==> src/pkg/acp_pkg.sv <==
// Purpose: Constants shared by the configuration port files
// Assumes: 13-bit register addresses, 8-bit register words
// Notes:   Offsets, field positions, reset values and counts
package acp_pkg;
    localparam logic [12:0] OFS_PORT_CFG   = 13'h000;
    localparam logic [12:0] OFS_CHIP_ID    = 13'h001;
    localparam logic [12:0] OFS_GRADE      = 13'h002;
    localparam logic [12:0] OFS_CHAN_SEL   = 13'h005;
    localparam logic [12:0] OFS_POWER      = 13'h008;
    localparam logic [12:0] OFS_CLOCK      = 13'h009;
    localparam logic [12:0] OFS_CLK_DIV    = 13'h00b;
    localparam logic [12:0] OFS_OUT_MODE   = 13'h014;
    localparam logic [12:0] OFS_TRANSFER   = 13'h0ff;

    localparam logic [7:0]  PORT_CFG_FIXED = 8'h18;
    localparam logic [7:0]  PORT_CFG_LSB   = 8'h42;
    localparam int          CFG_LSB_HI     = 6;
    localparam int          CFG_LSB_LO     = 1;
    localparam int          CFG_SOFT_HI    = 5;
    localparam int          CFG_SOFT_LO    = 2;

    localparam logic [7:0]  CHAN_SEL_RESET = 8'h33;
    localparam logic [7:0]  CHAN_SEL_MASK  = 8'h33;
    localparam int          NUM_LOCAL      = 4;
    localparam int          SEL_A          = 0;
    localparam int          SEL_B          = 1;
    localparam int          SEL_FCO        = 4;
    localparam int          SEL_DCO        = 5;

    localparam logic [1:0]  POWER_RESET    = 2'b00;
    localparam logic [1:0]  PM_FULL_DOWN   = 2'b01;
    localparam logic [2:0]  CLK_DIV_RESET  = 3'b000;
    localparam logic [7:0]  LOCAL_RESET    = 8'h00;
    localparam int          GRADE_LSB      = 4;

    localparam logic [1:0]  WL_ONE         = 2'b00;
    localparam logic [1:0]  WL_TWO         = 2'b01;
    localparam logic [1:0]  WL_THREE       = 2'b10;
    localparam logic [1:0]  WL_STREAM      = 2'b11;
    localparam logic [3:0]  INSTR_LAST     = 4'hf;
    localparam logic [3:0]  BYTE_LAST      = 4'h7;
    localparam logic [1:0]  STRAP_WAIT     = 2'h3;

    typedef enum logic [1:0] {
        PH_IDLE  = 2'b00,
        PH_INSTR = 2'b01,
        PH_DATA  = 2'b11,
        PH_DONE  = 2'b10
    } acp_phase_t;
endpackage

==> src/rtl/acp_sync.sv <==
// Purpose: Two-stage synchroniser for a group of pins
// Assumes: Inputs asynchronous to clock
// Notes:   First stage feeds the second stage only
`timescale 1ns/1ps
module acp_sync #(
    parameter int                WIDTH     = 3,
    parameter logic [WIDTH-1:0]  RESET_VAL = '0
) (
    input  wire logic             clock,
    input  wire logic             reset,
    input  wire logic [WIDTH-1:0] async_in,
    output logic      [WIDTH-1:0] sync_out
);
    logic [WIDTH-1:0] meta;

    genvar i;
    generate
        for (i = 0; i < WIDTH; i++) begin : g_bit
            always_ff @(posedge clock) begin
                if (reset) begin
                    meta[i]     <= RESET_VAL[i];
                    sync_out[i] <= RESET_VAL[i];
                end else begin
                    meta[i]     <= async_in[i];
                    sync_out[i] <= meta[i];
                end
            end
        end
    endgenerate
endmodule // acp_sync

==> src/rtl/acp_config_port.sv <==
// Purpose: Three-wire serial configuration port with register file
// Assumes: Serial clock far slower than CLOCK; mode 0 framing
// Notes:   Pin straps caught shortly after reset release
`timescale 1ns/1ps
// What this block does
// - Clock and select are inputs; data pin is input on writes, output on reads.
// - Select held high disables the port; clock and data activity ignored.
// - With port disabled, clock pin sets format and data pin sets power-down.
// - Pin functions come from levels strapped at power-on.
// - Register space holds chip config, index/transfer and global registers.
// - Reset loads critical registers with their defaults.
// - Channel select resets so writes reach both data and both clock channels.
// - Local registers have copies for A, B, data clock, frame clock.
// - Local write updates every copy whose select bit is set.
// - Local read with several selects set returns the first selected copy in order A, B, data clock, frame clock.
// - Global registers ignore channel select and apply device-wide.
// - Sixteen-bit instruction with address and length, then length-plus-one data bytes (length 11 streams until select rises).
// - First instruction bit selects read or write; read turns the data pin.
// - Eight-bit words, MSB first at power-up, LSB first selectable.
// - Soft-reset bit restores all user registers, then clears itself.
module acp_config_port
    import acp_pkg::*;
#(
    parameter logic [7:0] CHIP_ID  = 8'h5a,  // Arbitrary value
    parameter logic [2:0] GRADE_ID = 3'h0     // Arbitrary value
) (
    input  wire logic       CLOCK,
    input  wire logic       RESET,
    input  wire logic       SERIAL_CLOCK_FORMAT_PIN,
    input  wire logic       PORT_SELECT_N,
    input  wire logic       SERIAL_DATA_POWERDOWN_PIN_IN,
    output logic            SERIAL_DATA_POWERDOWN_PIN_OUT,
    output logic            SERIAL_DATA_POWERDOWN_PIN_OE,
    output logic            PORT_ENABLED,
    output logic            TWOS_COMPLEMENT,
    output logic            POWER_DOWN,
    output logic [1:0]      POWER_MODE,
    output logic            DUTY_CYCLE_STABILIZER,
    output logic [2:0]      CLOCK_DIVIDE,
    output logic [7:0]      LOCAL_CH_A,
    output logic [7:0]      LOCAL_CH_B,
    output logic [7:0]      LOCAL_DATA_CLOCK,
    output logic [7:0]      LOCAL_FRAME_CLOCK,
    output logic            TRANSFER_UPDATE
);
    logic [2:0]   pins_s;
    logic         sclk_s;
    logic         cs_n_s;
    logic         sdio_s;
    logic         sclk_d;
    logic         sclk_rise;
    logic         sclk_fall;
    logic [1:0]   strap_cnt;
    logic         strap_done;
    logic         strap_mode;
    logic         strap_fmt;
    logic         strap_pd;
    logic         port_en;
    acp_phase_t   phase;
    logic [3:0]   cnt;
    logic [14:0]  instr;
    logic         rw;
    logic [1:0]   wlen;
    logic [1:0]   bytes_left;
    logic [12:0]  addr;
    logic [7:0]   rx;
    logic [7:0]   tx;
    logic [15:0]  next_instr;
    logic [7:0]   next_rx;
    logic [12:0]  next_addr;
    logic         wr_stb;
    logic [12:0]  wr_addr;
    logic [7:0]   wr_data;
    logic         lsb_first;
    logic [7:0]   chan_sel;
    logic [1:0]   power_mode;
    logic         duty_cycle_stabilizer;
    logic [2:0]   clk_div;
    logic [7:0]   local_reg [NUM_LOCAL];

    function automatic int sel_bit(input int ch);
        case (ch)
            0:       return SEL_A;
            1:       return SEL_B;
            2:       return SEL_DCO;
            default: return SEL_FCO;
        endcase
    endfunction

    function automatic logic is_local(input logic [12:0] a);
        return a == OFS_OUT_MODE;
    endfunction

    function automatic logic [7:0] read_reg(input logic [12:0] a);
        logic [7:0] v;
        v = 8'h00;
        case (a)
            OFS_PORT_CFG: v = PORT_CFG_FIXED | (lsb_first ? PORT_CFG_LSB : 8'h00);
            OFS_CHIP_ID:  v = CHIP_ID;
            OFS_GRADE:    v = {1'b0, GRADE_ID, 4'h0};
            OFS_CHAN_SEL: v = chan_sel;
            OFS_POWER:    v = {6'h00, power_mode};
            OFS_CLOCK:    v = {7'h00, duty_cycle_stabilizer};
            OFS_CLK_DIV:  v = {5'h00, clk_div};
            OFS_OUT_MODE: begin
                if (chan_sel[SEL_A])
                    v = local_reg[0];
                else if (chan_sel[SEL_B])
                    v = local_reg[1];
                else if (chan_sel[SEL_DCO])
                    v = local_reg[2];
                else
                    v = local_reg[3];
            end
            default:      v = 8'h00;
        endcase
        return v;
    endfunction

    acp_sync #(
        .WIDTH     (3),
        .RESET_VAL (3'b010)
    ) u_sync (
        .clock    (CLOCK),
        .reset    (RESET),
        .async_in ({SERIAL_CLOCK_FORMAT_PIN, PORT_SELECT_N, SERIAL_DATA_POWERDOWN_PIN_IN}),
        .sync_out (pins_s)
    );

    assign sclk_s    = pins_s[2];
    assign cs_n_s    = pins_s[1];
    assign sdio_s    = pins_s[0];
    assign sclk_rise = sclk_s && !sclk_d && !cs_n_s && port_en;
    assign sclk_fall = !sclk_s && sclk_d && !cs_n_s && port_en;
    assign port_en   = strap_done && !strap_mode;
    assign next_instr = {instr, sdio_s};
    assign next_rx   = lsb_first ? {sdio_s, rx[7:1]} : {rx[6:0], sdio_s};
    assign next_addr = lsb_first ? addr + 13'h001 : addr - 13'h001;

    always_ff @(posedge CLOCK) begin
        if (RESET)
            sclk_d <= 1'b0;
        else
            sclk_d <= sclk_s;
    end

    // Strap capture after synchroniser settles
    always_ff @(posedge CLOCK) begin
        if (RESET) begin
            strap_cnt  <= 2'h0;
            strap_done <= 1'b0;
            strap_mode <= 1'b0;
            strap_fmt  <= 1'b0;
            strap_pd   <= 1'b0;
        end else if (!strap_done) begin
            strap_cnt <= strap_cnt + 2'h1;
            if (strap_cnt == STRAP_WAIT) begin
                strap_done <= 1'b1;
                strap_mode <= cs_n_s;
                strap_fmt  <= sclk_s;
                strap_pd   <= sdio_s;
            end
        end
    end

    // Frame sequencing
    always_ff @(posedge CLOCK) begin
        if (RESET || cs_n_s || !port_en) begin
            phase      <= PH_IDLE;
            cnt        <= 4'h0;
            instr      <= 15'h0000;
            rw         <= 1'b0;
            wlen       <= WL_ONE;
            bytes_left <= 2'h0;
            addr       <= 13'h0000;
            rx         <= 8'h00;
            tx         <= 8'h00;
            wr_stb     <= 1'b0;
            wr_addr    <= 13'h0000;
            wr_data    <= 8'h00;
        end else begin
            wr_stb <= 1'b0;
            case (phase)
                PH_IDLE: begin
                    phase <= PH_INSTR;
                end
                PH_INSTR: begin
                    if (sclk_rise) begin
                        instr <= next_instr[14:0];
                        cnt   <= cnt + 4'h1;
                        if (cnt == INSTR_LAST) begin
                            phase      <= PH_DATA;
                            cnt        <= 4'h0;
                            rw         <= next_instr[15];
                            wlen       <= next_instr[14:13];
                            bytes_left <= next_instr[14:13];
                            addr       <= next_instr[12:0];
                            tx         <= read_reg(next_instr[12:0]);
                        end
                    end
                end
                PH_DATA: begin
                    if (sclk_rise) begin
                        rx  <= next_rx;
                        cnt <= cnt + 4'h1;
                        if (cnt == BYTE_LAST) begin
                            cnt     <= 4'h0;
                            wr_stb  <= !rw;
                            wr_addr <= addr;
                            wr_data <= next_rx;
                            addr    <= next_addr;
                            tx      <= read_reg(next_addr);
                            if (wlen != WL_STREAM) begin
                                bytes_left <= bytes_left - 2'h1;
                                if (bytes_left == 2'h0)
                                    phase <= PH_DONE;
                            end
                        end
                    end
                end
                PH_DONE: begin
                    phase <= PH_DONE;
                end
                default: begin
                    phase <= PH_IDLE;
                end
            endcase
        end
    end

    // Data pin turnaround on reads
    always_ff @(posedge CLOCK) begin
        if (RESET || cs_n_s || !port_en) begin
            SERIAL_DATA_POWERDOWN_PIN_OE  <= 1'b0;
            SERIAL_DATA_POWERDOWN_PIN_OUT <= 1'b0;
        end else begin
            SERIAL_DATA_POWERDOWN_PIN_OE <= (phase == PH_DATA) && rw;
            if (sclk_fall && phase == PH_DATA && rw)
                SERIAL_DATA_POWERDOWN_PIN_OUT <= lsb_first ? tx[cnt[2:0]] : tx[3'h7 - cnt[2:0]];
        end
    end

    // Register file
    always_ff @(posedge CLOCK) begin
        if (RESET || (wr_stb && wr_addr == OFS_PORT_CFG
                      && (wr_data[CFG_SOFT_HI] || wr_data[CFG_SOFT_LO]))) begin
            lsb_first  <= 1'b0;
            chan_sel   <= CHAN_SEL_RESET;
            power_mode <= POWER_RESET;
            duty_cycle_stabilizer        <= 1'b0;
            clk_div    <= CLK_DIV_RESET;
            for (int i = 0; i < NUM_LOCAL; i++)
                local_reg[i] <= LOCAL_RESET;
        end else if (wr_stb) begin
            case (wr_addr)
                OFS_PORT_CFG: lsb_first  <= wr_data[CFG_LSB_HI] || wr_data[CFG_LSB_LO];
                OFS_CHAN_SEL: chan_sel   <= wr_data & CHAN_SEL_MASK;
                OFS_POWER:    power_mode <= wr_data[1:0];
                OFS_CLOCK:    duty_cycle_stabilizer        <= wr_data[0];
                OFS_CLK_DIV:  clk_div    <= wr_data[2:0];
                default:      lsb_first  <= lsb_first;
            endcase
            if (is_local(wr_addr)) begin
                for (int i = 0; i < NUM_LOCAL; i++)
                    if (chan_sel[sel_bit(i)])
                        local_reg[i] <= wr_data;
            end
        end
    end

    always_ff @(posedge CLOCK) begin
        if (RESET)
            TRANSFER_UPDATE <= 1'b0;
        else
            TRANSFER_UPDATE <= wr_stb && wr_addr == OFS_TRANSFER && wr_data[0];
    end

    assign PORT_ENABLED          = port_en;
    assign TWOS_COMPLEMENT       = strap_mode ? strap_fmt : local_reg[0][0];
    assign POWER_DOWN            = strap_mode ? strap_pd : (power_mode == PM_FULL_DOWN);
    assign POWER_MODE            = power_mode;
    assign DUTY_CYCLE_STABILIZER = duty_cycle_stabilizer;
    assign CLOCK_DIVIDE          = clk_div;
    assign LOCAL_CH_A            = local_reg[0];
    assign LOCAL_CH_B            = local_reg[1];
    assign LOCAL_DATA_CLOCK      = local_reg[2];
    assign LOCAL_FRAME_CLOCK     = local_reg[3];

    chk_strap_quiet: assert property (@(posedge CLOCK) disable iff (RESET)
        strap_mode |-> !SERIAL_DATA_POWERDOWN_PIN_OE && phase == PH_IDLE)
        else $error("port active while strapped off");
    chk_drive_read: assert property (@(posedge CLOCK) disable iff (RESET)
        SERIAL_DATA_POWERDOWN_PIN_OE |-> rw && !wr_stb)
        else $error("data pin driven outside a read");
    chk_chsel_reset: assert property (@(posedge CLOCK)
        RESET |=> chan_sel == CHAN_SEL_RESET && power_mode == POWER_RESET)
        else $error("channel select not at default");
    chk_local_copy: assert property (@(posedge CLOCK) disable iff (RESET)
        wr_stb && is_local(wr_addr) && chan_sel[SEL_B] |=> local_reg[1] == $past(wr_data))
        else $error("selected local copy missed the write");
    chk_read_chan_a: assert property (@(posedge CLOCK) disable iff (RESET)
        phase == PH_INSTR && sclk_rise && cnt == INSTR_LAST && next_instr[15]
        && next_instr[12:0] == OFS_OUT_MODE && chan_sel[SEL_A] |=> tx == local_reg[0])
        else $error("local read not from channel A");
    chk_global_write: assert property (@(posedge CLOCK) disable iff (RESET)
        wr_stb && wr_addr == OFS_CLOCK |=> duty_cycle_stabilizer == $past(wr_data[0]))
        else $error("global write lost");
    chk_soft_reset: assert property (@(posedge CLOCK) disable iff (RESET)
        wr_stb && wr_addr == OFS_PORT_CFG && wr_data[CFG_SOFT_HI]
        |=> chan_sel == CHAN_SEL_RESET && !lsb_first && read_reg(OFS_PORT_CFG) == PORT_CFG_FIXED)
        else $error("soft reset incomplete");
    chk_instr_len: assert property (@(posedge CLOCK) disable iff (RESET)
        phase == PH_INSTR && sclk_rise && cnt == INSTR_LAST |=> phase == PH_DATA && cnt == 4'h0)
        else $error("instruction phase length wrong");
    chk_unmapped_zero: assert property (@(posedge CLOCK) disable iff (RESET)
        phase == PH_DATA && rw && (addr == 13'h013 || addr == 13'h00a) |-> tx == 8'h00)
        else $error("unmapped address reads nonzero");
endmodule // acp_config_port

==> config.mk <==
export PLATFORM = sky130hd
export DESIGN_NAME = acp_config_port
export DESIGN_NICKNAME = d
export VERILOG_FILES = /design/src/pkg/acp_pkg.sv /design/src/rtl/acp_sync.sv /design/src/rtl/acp_config_port.sv
export SDC_FILE = /design/constraint.sdc
export NUM_CORES = 1
export LEC_CHECK = 0
export BUFFER_PORTS_ARGS = -buffer_cell sky130_fd_sc_hd__buf_4
export CORE_UTILIZATION = 23
export DETAILED_ROUTE_END_ITERATION = 7
export PLACE_DENSITY = 0.43
export SLEW_MARGIN = 20
export SYNTH_ARGS = -nofsm -noshare
export SYNTH_HDL_FRONTEND = slang
export SYNTH_SLANG_ARGS = --single-unit
==> constraint.sdc <==
create_clock -name CLOCK -period 5.1 [get_ports CLOCK]
set_input_delay 1.53 -clock CLOCK [delete_from_list [all_inputs] [get_ports CLOCK]]
set_output_delay 1.53 -clock CLOCK [all_outputs]
set_load 0.02 [all_outputs]
# [Word-level counts from Yosys, hierarchy flattened]
# Memory sizes are Yosys's and may differ from the RTL's.
# Cells that the tools add are included.
[totals] register_bits=104 out_inout_bits=44 elab_cells=226 memories=1 in_bits=5 ramBits=32
[memory_table] memory="local_reg" depth=4 width=8 read_ports=4 rd_ports_with_merged_regs=0 wr=4 line_no="acp_config_port.sv:79" source="logic [7:0] local_reg [NUM_LOCAL];"
[classes] n_eq_ne=32 bitwise=8 n_reduce_logical=46 n_mux=95 n_addsub=6 order_cmp=6
[ops] cell="$mux W32" count=12
[ops] cell="$lt A32 B5 Y1 const B" count=4
[ops] cell="$eq A13 B4 Y1 const B" count=9
[ops] cell="$pmux W8 S7" count=2
[ops] cell="$mux W8" count=12
[ops] cell="$mux W13" count=5
[ops] cell="$eq A13 B3 Y1 const B" count=3
[ops] cell="$eq A13 B5 Y1 const B" count=3
[ops] cell="$logic_not A13 Y1" count=3
[ops] cell="$mux W1" count=37
[ops] cell="$eq A13 B1 Y1 const B" count=2
[ops] cell="$pmux W13 S2" count=1
[ops] cell="$mux W2" count=11
[ops] cell="$bmux W1 S3" count=6
[ops] cell="$mux W4" count=4
[ops] cell="$pmux W8 S2" count=1
[ops] cell="$reduce_and A2 Y1" count=8
[ops] cell="$logic_and A1 B1 Y1" count=14
[ops] cell="$ne A2 B2 Y1 const B" count=7
[ops] cell="$add A13 B1 Y13 const B" count=1
[ops] cell="$eq A13 B8 Y1 const B" count=1
[ops] cell="$sub A13 B1 Y13 const B" count=1
[ops] cell="$reduce_and A6 Y1" count=2
[ops] cell="$reduce_and A3 Y1" count=3
[ops] cell="21 further kinds" count=41

# [Depth between registers and ports, before layout]
[logic_depth] depth_word=14 ltp_mapped=12 depth_no_buf=10

# [By module]
# From an unflattened synthesis, not the netlist that was laid out.
[unflattened] cells_unflattened=801 hier_area_um2=7060.5
[modules_own_cells] module="acp_config_port" cells_per_inst=789 area_per_inst_um2=6902.9 n_inst=1 seq_area_each_um2=2922.8
[modules_own_cells] module="acp_sync" cells_per_inst=12 area_per_inst_um2=157.7 n_inst=1 seq_area_each_um2=120.1

# [Least setup slack after synthesis]
# OpenSTA, ideal clock, no wires.
[synth_path] path_kind="register to register" start="register addr[0]" end="register tx[4]" synth_period_minus_slack_ns=2.912 setup_slack_ns=2.188 n_path_buf=0 arrival_ns=2.838 setup_ns=0.074 path_stages_with_launch=11 required_ns=5.026 cell_sequence="dfxtp_1 -> inv_1 -> fa_1 -> nand2b_1 -> a21o_1 -> a311o_1 -> mux2i_1 -> a211oi_2 -> nand4b_1 -> or3_1 -> a31oi_1"
[synth_between] elab_chain_cells=7 elab_cells_between_ends=14 cone_classes="add/sub (2); eq/ne (6); mux (5); reduce/logical (1)"
[synth_lines] item="start, declared" line_no="acp_config_port.sv:65" source="logic [12:0] addr;"
[synth_lines] item="start signal, assigned" line_no="acp_config_port.sv:197" source="addr <= next_instr[12:0];"
[synth_lines] item="start signal, assigned" line_no="acp_config_port.sv:211" source="addr <= next_addr;"
[synth_lines] item="$sub A13 B1 Y13 or $add A13 B1 Y13 (tied branches)" line_no="acp_config_port.sv:138" source="assign next_addr = lsb_first ? addr + 13'h001 : addr - 13'h001;"
[synth_lines] item="$mux W13 (*)" line_no="acp_config_port.sv:138"
[synth_lines] item="$eq A13 B5 Y1, or another cell as far along" line_no="acp_config_port.sv:97" source="case (a)"
[synth_lines] item="$pmux W8 S7 (*)" line_no="acp_config_port.sv:97"
[synth_lines] item="$mux W8 (*)" line_no="acp_config_port.sv:206" source="if (cnt == BYTE_LAST) begin"
[synth_lines] item="$mux W8 (*)" line_no="acp_config_port.sv:203" source="if (sclk_rise) begin"
[synth_lines] item="$pmux W8 S2 (*)" line_no="acp_config_port.sv:183" source="case (phase)"
[synth_lines] item="end signal, assigned" line_no="acp_config_port.sv:198" source="tx <= read_reg(next_instr[12:0]);"
[synth_lines] item="end signal, assigned" line_no="acp_config_port.sv:212" source="tx <= read_reg(next_addr);"
[synth_lines] item="end, declared" line_no="acp_config_port.sv:67" source="logic [7:0] tx;"
# Mark *: on every way between the ends. The rest lies on a longest branch, timed or not. The select of a mux whose other input is x is not followed.
# A chain may end at the register's enable or synchronous reset.

# [Final worst setup path]
[layout_path] start="register lsb_first" end="register tx[4]"
[layout_between] elab_chain_cells=6 elab_cells_between_ends=12 cone_classes="eq/ne (6); mux (5); reduce/logical (1)"
[layout_lines] item="start, declared" line_no="acp_config_port.sv:74" source="logic lsb_first;"
[layout_lines] item="start signal, assigned" line_no="acp_config_port.sv:256" source="OFS_PORT_CFG: lsb_first <= wr_data[CFG_LSB_HI] || wr_data[CFG_LSB_LO];"
[layout_lines] item="start signal, assigned" line_no="acp_config_port.sv:261" source="default: lsb_first <= lsb_first;"
[layout_lines] item="$mux W13 (*)" line_no="acp_config_port.sv:138"
[layout_lines] item="$eq A13 B5 Y1, or another cell as far along" line_no="acp_config_port.sv:97"
[layout_lines] item="$pmux W8 S7 (*)" line_no="acp_config_port.sv:97"
[layout_lines] item="$mux W8 (*)" line_no="acp_config_port.sv:206"
[layout_lines] item="$mux W8 (*)" line_no="acp_config_port.sv:203"
[layout_lines] item="$pmux W8 S2 (*)" line_no="acp_config_port.sv:183"
# Marks and branches as above.

==> impl_summary.txt <==
----------------------------------------------------
[GRT]
  Global-route total usage across every layer ... a little over an eighth
  Vias in the first global route ... between 5k and 6k
  GR Util met2 ... around a fifth
  M1 GR Usage ... roughly a fifth
  Global routing usage on met3 ... 2.556%
  Number of antenna violations at the first check in global routing ... 0
  Maximum number of pins on one net before global-route repair ... 50
  Wire length of the first global-routing pass ... around 32 mm
  Layer carrying the most global-route usage ... met2
  Residual overflow from global routing ... 0

[Yosys]
  Adder and majority cell fraction of the synthesized area ... between 3 and 4%
  Post-synth top flop ... sky130_fd_sc_hd__dfxtp_1
  Synthesis-stage register bit count ... about 140
  Xor and xnor fraction of the mapped netlist area ... about 1.2%
  Synthesized instance count ... 796
  Share of flip-flops with an asynchronous set or reset after synthesis ... 0%
  Simple logic cell fraction of the synthesized area ... 24.18%
  Share of the yosys chip area belonging to registers ... 43.24%
  YS warnings ... 0
  Fraction of the mapped netlist area in compound gates ... 14.83%
  Syn avg cell area ... 8.840 sq um
  Proportion of synthesized area in mux cells ... under 10%
  Number of enable-type register cells in the synthesized netlist ... 32
  Cell area after synthesis ... 0.007037 sq mm
  Largest family of logic cells by synthesized area ... simple AND/OR/NAND/NOR gates
  Post-synth cell types ... 69
  Post-synthesis net count ... between 800 and 900

[CTS]
  Hold buffers post-CTS ... 0
  Total number of H-tree levels ... 4
  TritonCTS clock tree ... done
  Latest clock arrival within the worst-skew pair ... 440 ps
  Quantity of gates resized following cts ... 0
  Clock slew at reported path FFs ... 60 ps
  Clk buf depth ... 2
  Num CTS Buffers ... 17
  CTS Root Cell ... sky130_fd_sc_hd__clkbuf_16
  Number of buffers inserted by post-CTS setup repair ... 0
  Clock sink total ... about 140

[Final layout]
  Core utilization of the finished layout ... between 20% and 30%
  Nets ... 844
  Max reg flops ... 32
  Area growth syn-to-layout ... 17.99%
  Fraction of final layout cells with drive strength greater than 1 ... 13.91%
  # diodes ... 0
  Filler Cells Inserted ... 3179
  Number of standard cells in the final layout excluding fillers ... roughly 1.2k
  Final cell area excluding filler cells ... 0.008303 sq mm

[Worst setup path]
  CP cell instances ... inv_1 -> ha_1 -> a21oi_2 -> o31ai_4 -> a211oi_1 -> o211ai_1 -> a31oi_1 -> nand4b_1 -> or3_1 -> a31oi_1
  Critical path required time ... between 5000 and 6000 ps
  Cell mode on critical path ... sky130_fd_sc_hd__a31oi_1
  Endpoint kind of the worst setup timing path ... register
  Setup CP Type ... register to register
  Crit start category ... register
  Crit path max fanout ... 13
  Longest individual stage delay on the worst path ... around 430 ps
  Cell at the slowest stage of the critical path ... sky130_fd_sc_hd__ha_1
  Data arrival time of the worst path ... 3970 ps

[Placement]
  Worst setup timing slack at the placement stage ... roughly 1500 ps
  Total cell area at the placement stage ... a little under 0.008 sq mm
  Post-DP HPWL ... around 14 mm
  Count of buffers inserted at the top-level ports ... between 40 and 50
  Global placement routability congestion ... 0.8695
  Placed insts ... ~1.2k

[Drt]
  Avg Vias per Cell ... around 4.7
  DRT antenna net count ... 0
  Number of design rule violations left after detail routing ... 0
  WL/cell ... ~17 um
  Via count ... 5796
  Drt total wl ... approximately 20 mm
  DRT iter0 DRCs ... about 480
  TritonRoute pass-1 iters ... 5

[Timing]
  Max-slew violation total from the final report ... 0
  Finish-stage setup viols ... 0
  Skew final ... between 15 and 20 ps
  Final Hold Vio Count ... 0
  Worst Hold Margin ... about 420 ps
  Min cycle time layout ... roughly 3600 ps
  Setup ws final ... between 1000 and 1500 ps
  Unrepaired setup endpoints after global routing ... no
  Final cycle utilization of the critical path ... roughly 70%
  Max transition margin ... around a quarter
  Transition time at the pin with the least slew margin ... roughly 1100 ps
  Max frequency ... 0.2769 GHz
  Fin Setup TNS ... 0 ps

[Floorplanning]
  Total Die Area ... 0.03130 sq mm
  Die X ... 176.9 um
  Height of the die ... between 150 and 200 um
  Ports ... just under 50
  Effective utilization at floorplan ... between 20% and 30%
  Core outline area ... 0.02987 sq mm
  Rows ... 63

[Pwr]
  Clock group share of total power ... 49.8%
  Pwr per Cell Area ... 285.0 mW/mm^2
  Total chip power ... around 2.4 mW
  Cell Int Power ... approximately 1.8 mW
  Peak ir drop on the vdd network ... 148.0 uV
  LEAKAGE ... 3.166 nW
  Switching fraction of total power ... about a quarter
  Portion of total power attributed to sequential cells ... between 40 and 50%
  Comb pwr share ... 2.6%
  Net switching power ... ~550 uW

[Run status]
  Outcome ... completed

[Worst hold path]
  Class of the tightest hold or removal check ... register to register

[Flow run]
  Number of max-cap violations ... 0

----------------------------------------------------
-- placed cells by master (no fill, tap or decap), types with 6 or more instances in the layout --
cell                           n
sky130_fd_sc_hd__nor2_1      107
sky130_fd_sc_hd__edfxtp_1     32
sky130_fd_sc_hd__dfxtp_1     104
sky130_fd_sc_hd__ha_1         17
sky130_fd_sc_hd__clkinvlp_4    7
sky130_fd_sc_hd__or3_1         6
sky130_fd_sc_hd__clkbuf_16    17
sky130_fd_sc_hd__and3_1       38
sky130_fd_sc_hd__nor2b_1      12
sky130_fd_sc_hd__inv_1        17
sky130_fd_sc_hd__nor4_1        9
sky130_fd_sc_hd__nand3_1      20
sky130_fd_sc_hd__nand2b_1      8
sky130_fd_sc_hd__buf_4        56
sky130_fd_sc_hd__or2_2         6
sky130_fd_sc_hd__nand2_1      81
sky130_fd_sc_hd__nor3_1       27
sky130_fd_sc_hd__mux2i_1      50
sky130_fd_sc_hd__o21ai_0      26
sky130_fd_sc_hd__a21oi_1      61
sky130_fd_sc_hd__a211oi_1     19
sky130_fd_sc_hd__xnor2_1       6
-- worst max-delay path: cells and delay by family, from the launching register on --
kind | cells | cell delay, ps
AOI/OAI and AO/OA | 6 | 1700
and+or+nand+nor | 2 | 680
adders and majority gates | 1 | 430
DFF | 1 | 310
buffers and inverters | 1 | 410
-- final cells by class --
class | instances | area (sq um) | area share, %
multi-input cells | 593 | 3734 | 44.97
flip-flops and latches | 136 | 3043 | 36.65
well taps | 390 | 488.0 | 5.877
clock buffers | 18 | 429.2 | 5.169
repair buffers | 56 | 420.4 | 5.063
clock inverters | 14 | 125.1 | 1.507
inverters | 17 | 63.81 | 0.7685
-- cell families (layout without fill, tap and decap cells) --
kind of cell,Yosys count,count (layout)
fa+ha+maj,18,18
simple gates,348,348
mux,59,59
flops,136,136
compound gates,158,158
buf+inv,67,105
xor+xnor,10,10
-- power groups by stage --
stage / sequential [mW] / clock (mW) / combinational [mW]
floorplan: 1.16 / 0 / 0.0305
global placement: 1.15 / 0 / 0.0612
detailed placement: 1.15 / 0 / 0.0613
CTS: 1.13 / 1.21 / 0.0617
global route: 1.13 / 1.26 / 0.0662
finish: 1.13 / 1.18 / 0.0606
-- per-layer routing --
metal | vias up | wire length, um
met5 | - | 0
met4 | 0 | 193
met3 | 14 | 876
met2 | 120 | 8834
met1 | 2746 | 10430
li1 | 2916 | -
-- worst paths after layout --
path                                                 from                             to  slack, ps  depth (start not counted)
worst min register to register  u_sync.meta[1]$_SDFF_PP1_  u_sync.sync_out[1]$_SDFF_PP1_        420                          1
worst min-delay path            u_sync.meta[1]$_SDFF_PP1_  u_sync.sync_out[1]$_SDFF_PP1_        420                          1
worst max register to register     lsb_first$_SDFFE_PP0P_             tx[4]$_SDFFE_PP0P_       1490                         10
worst max-delay path               lsb_first$_SDFFE_PP0P_             tx[4]$_SDFFE_PP0P_       1490                         10
-- cells in the mapped netlist, types with 3 or more instances --
library cell	number	share of area [%]
sky130_fd_sc_hd__nor2b_1	12	1.1
sky130_fd_sc_hd__a221oi_1	4	0.50
sky130_fd_sc_hd__a211oi_1	19	2.0
sky130_fd_sc_hd__nor2_1	107	5.7
sky130_fd_sc_hd__o21ai_0	26	1.8
sky130_fd_sc_hd__nand4b_1	5	0.62
sky130_fd_sc_hd__and2_1	5	0.44
sky130_fd_sc_hd__nor3_1	29	2.1
sky130_fd_sc_hd__clkbuf_1	37	2.0
sky130_fd_sc_hd__inv_1	17	0.91
sky130_fd_sc_hd__nand2b_1	8	0.71
sky130_fd_sc_hd__a2bb2oi_1	3	0.37
sky130_fd_sc_hd__nor4b_1	3	0.37
sky130_fd_sc_hd__nor4_1	9	0.80
sky130_fd_sc_hd__xnor2_1	6	0.75
sky130_fd_sc_hd__dfxtp_1	104	30
sky130_fd_sc_hd__buf_2	12	0.85
sky130_fd_sc_hd__nand2_1	81	4.3
sky130_fd_sc_hd__or2_2	6	0.53
sky130_fd_sc_hd__nand3_1	20	1.4
sky130_fd_sc_hd__xor2_1	4	0.50
sky130_fd_sc_hd__and3_1	38	3.4
sky130_fd_sc_hd__o211ai_1	5	0.53
sky130_fd_sc_hd__edfxtp_1	32	14
sky130_fd_sc_hd__or3_1	6	0.53
sky130_fd_sc_hd__mux2_2	4	0.64
sky130_fd_sc_hd__ha_1	17	3.0
sky130_fd_sc_hd__mux4_2	5	1.6
sky130_fd_sc_hd__nand2_2	3	0.27
sky130_fd_sc_hd__a21o_1	5	0.53
sky130_fd_sc_hd__a31oi_1	4	0.36
sky130_fd_sc_hd__nand3b_1	3	0.32
sky130_fd_sc_hd__mux2i_1	50	7.1
sky130_fd_sc_hd__a21oi_1	61	4.3
sky130_fd_sc_hd__nor3b_1	4	0.43
sky130_fd_sc_hd__a311oi_1	5	0.62
No activity file was read; power rests on OpenSTA's default activity.
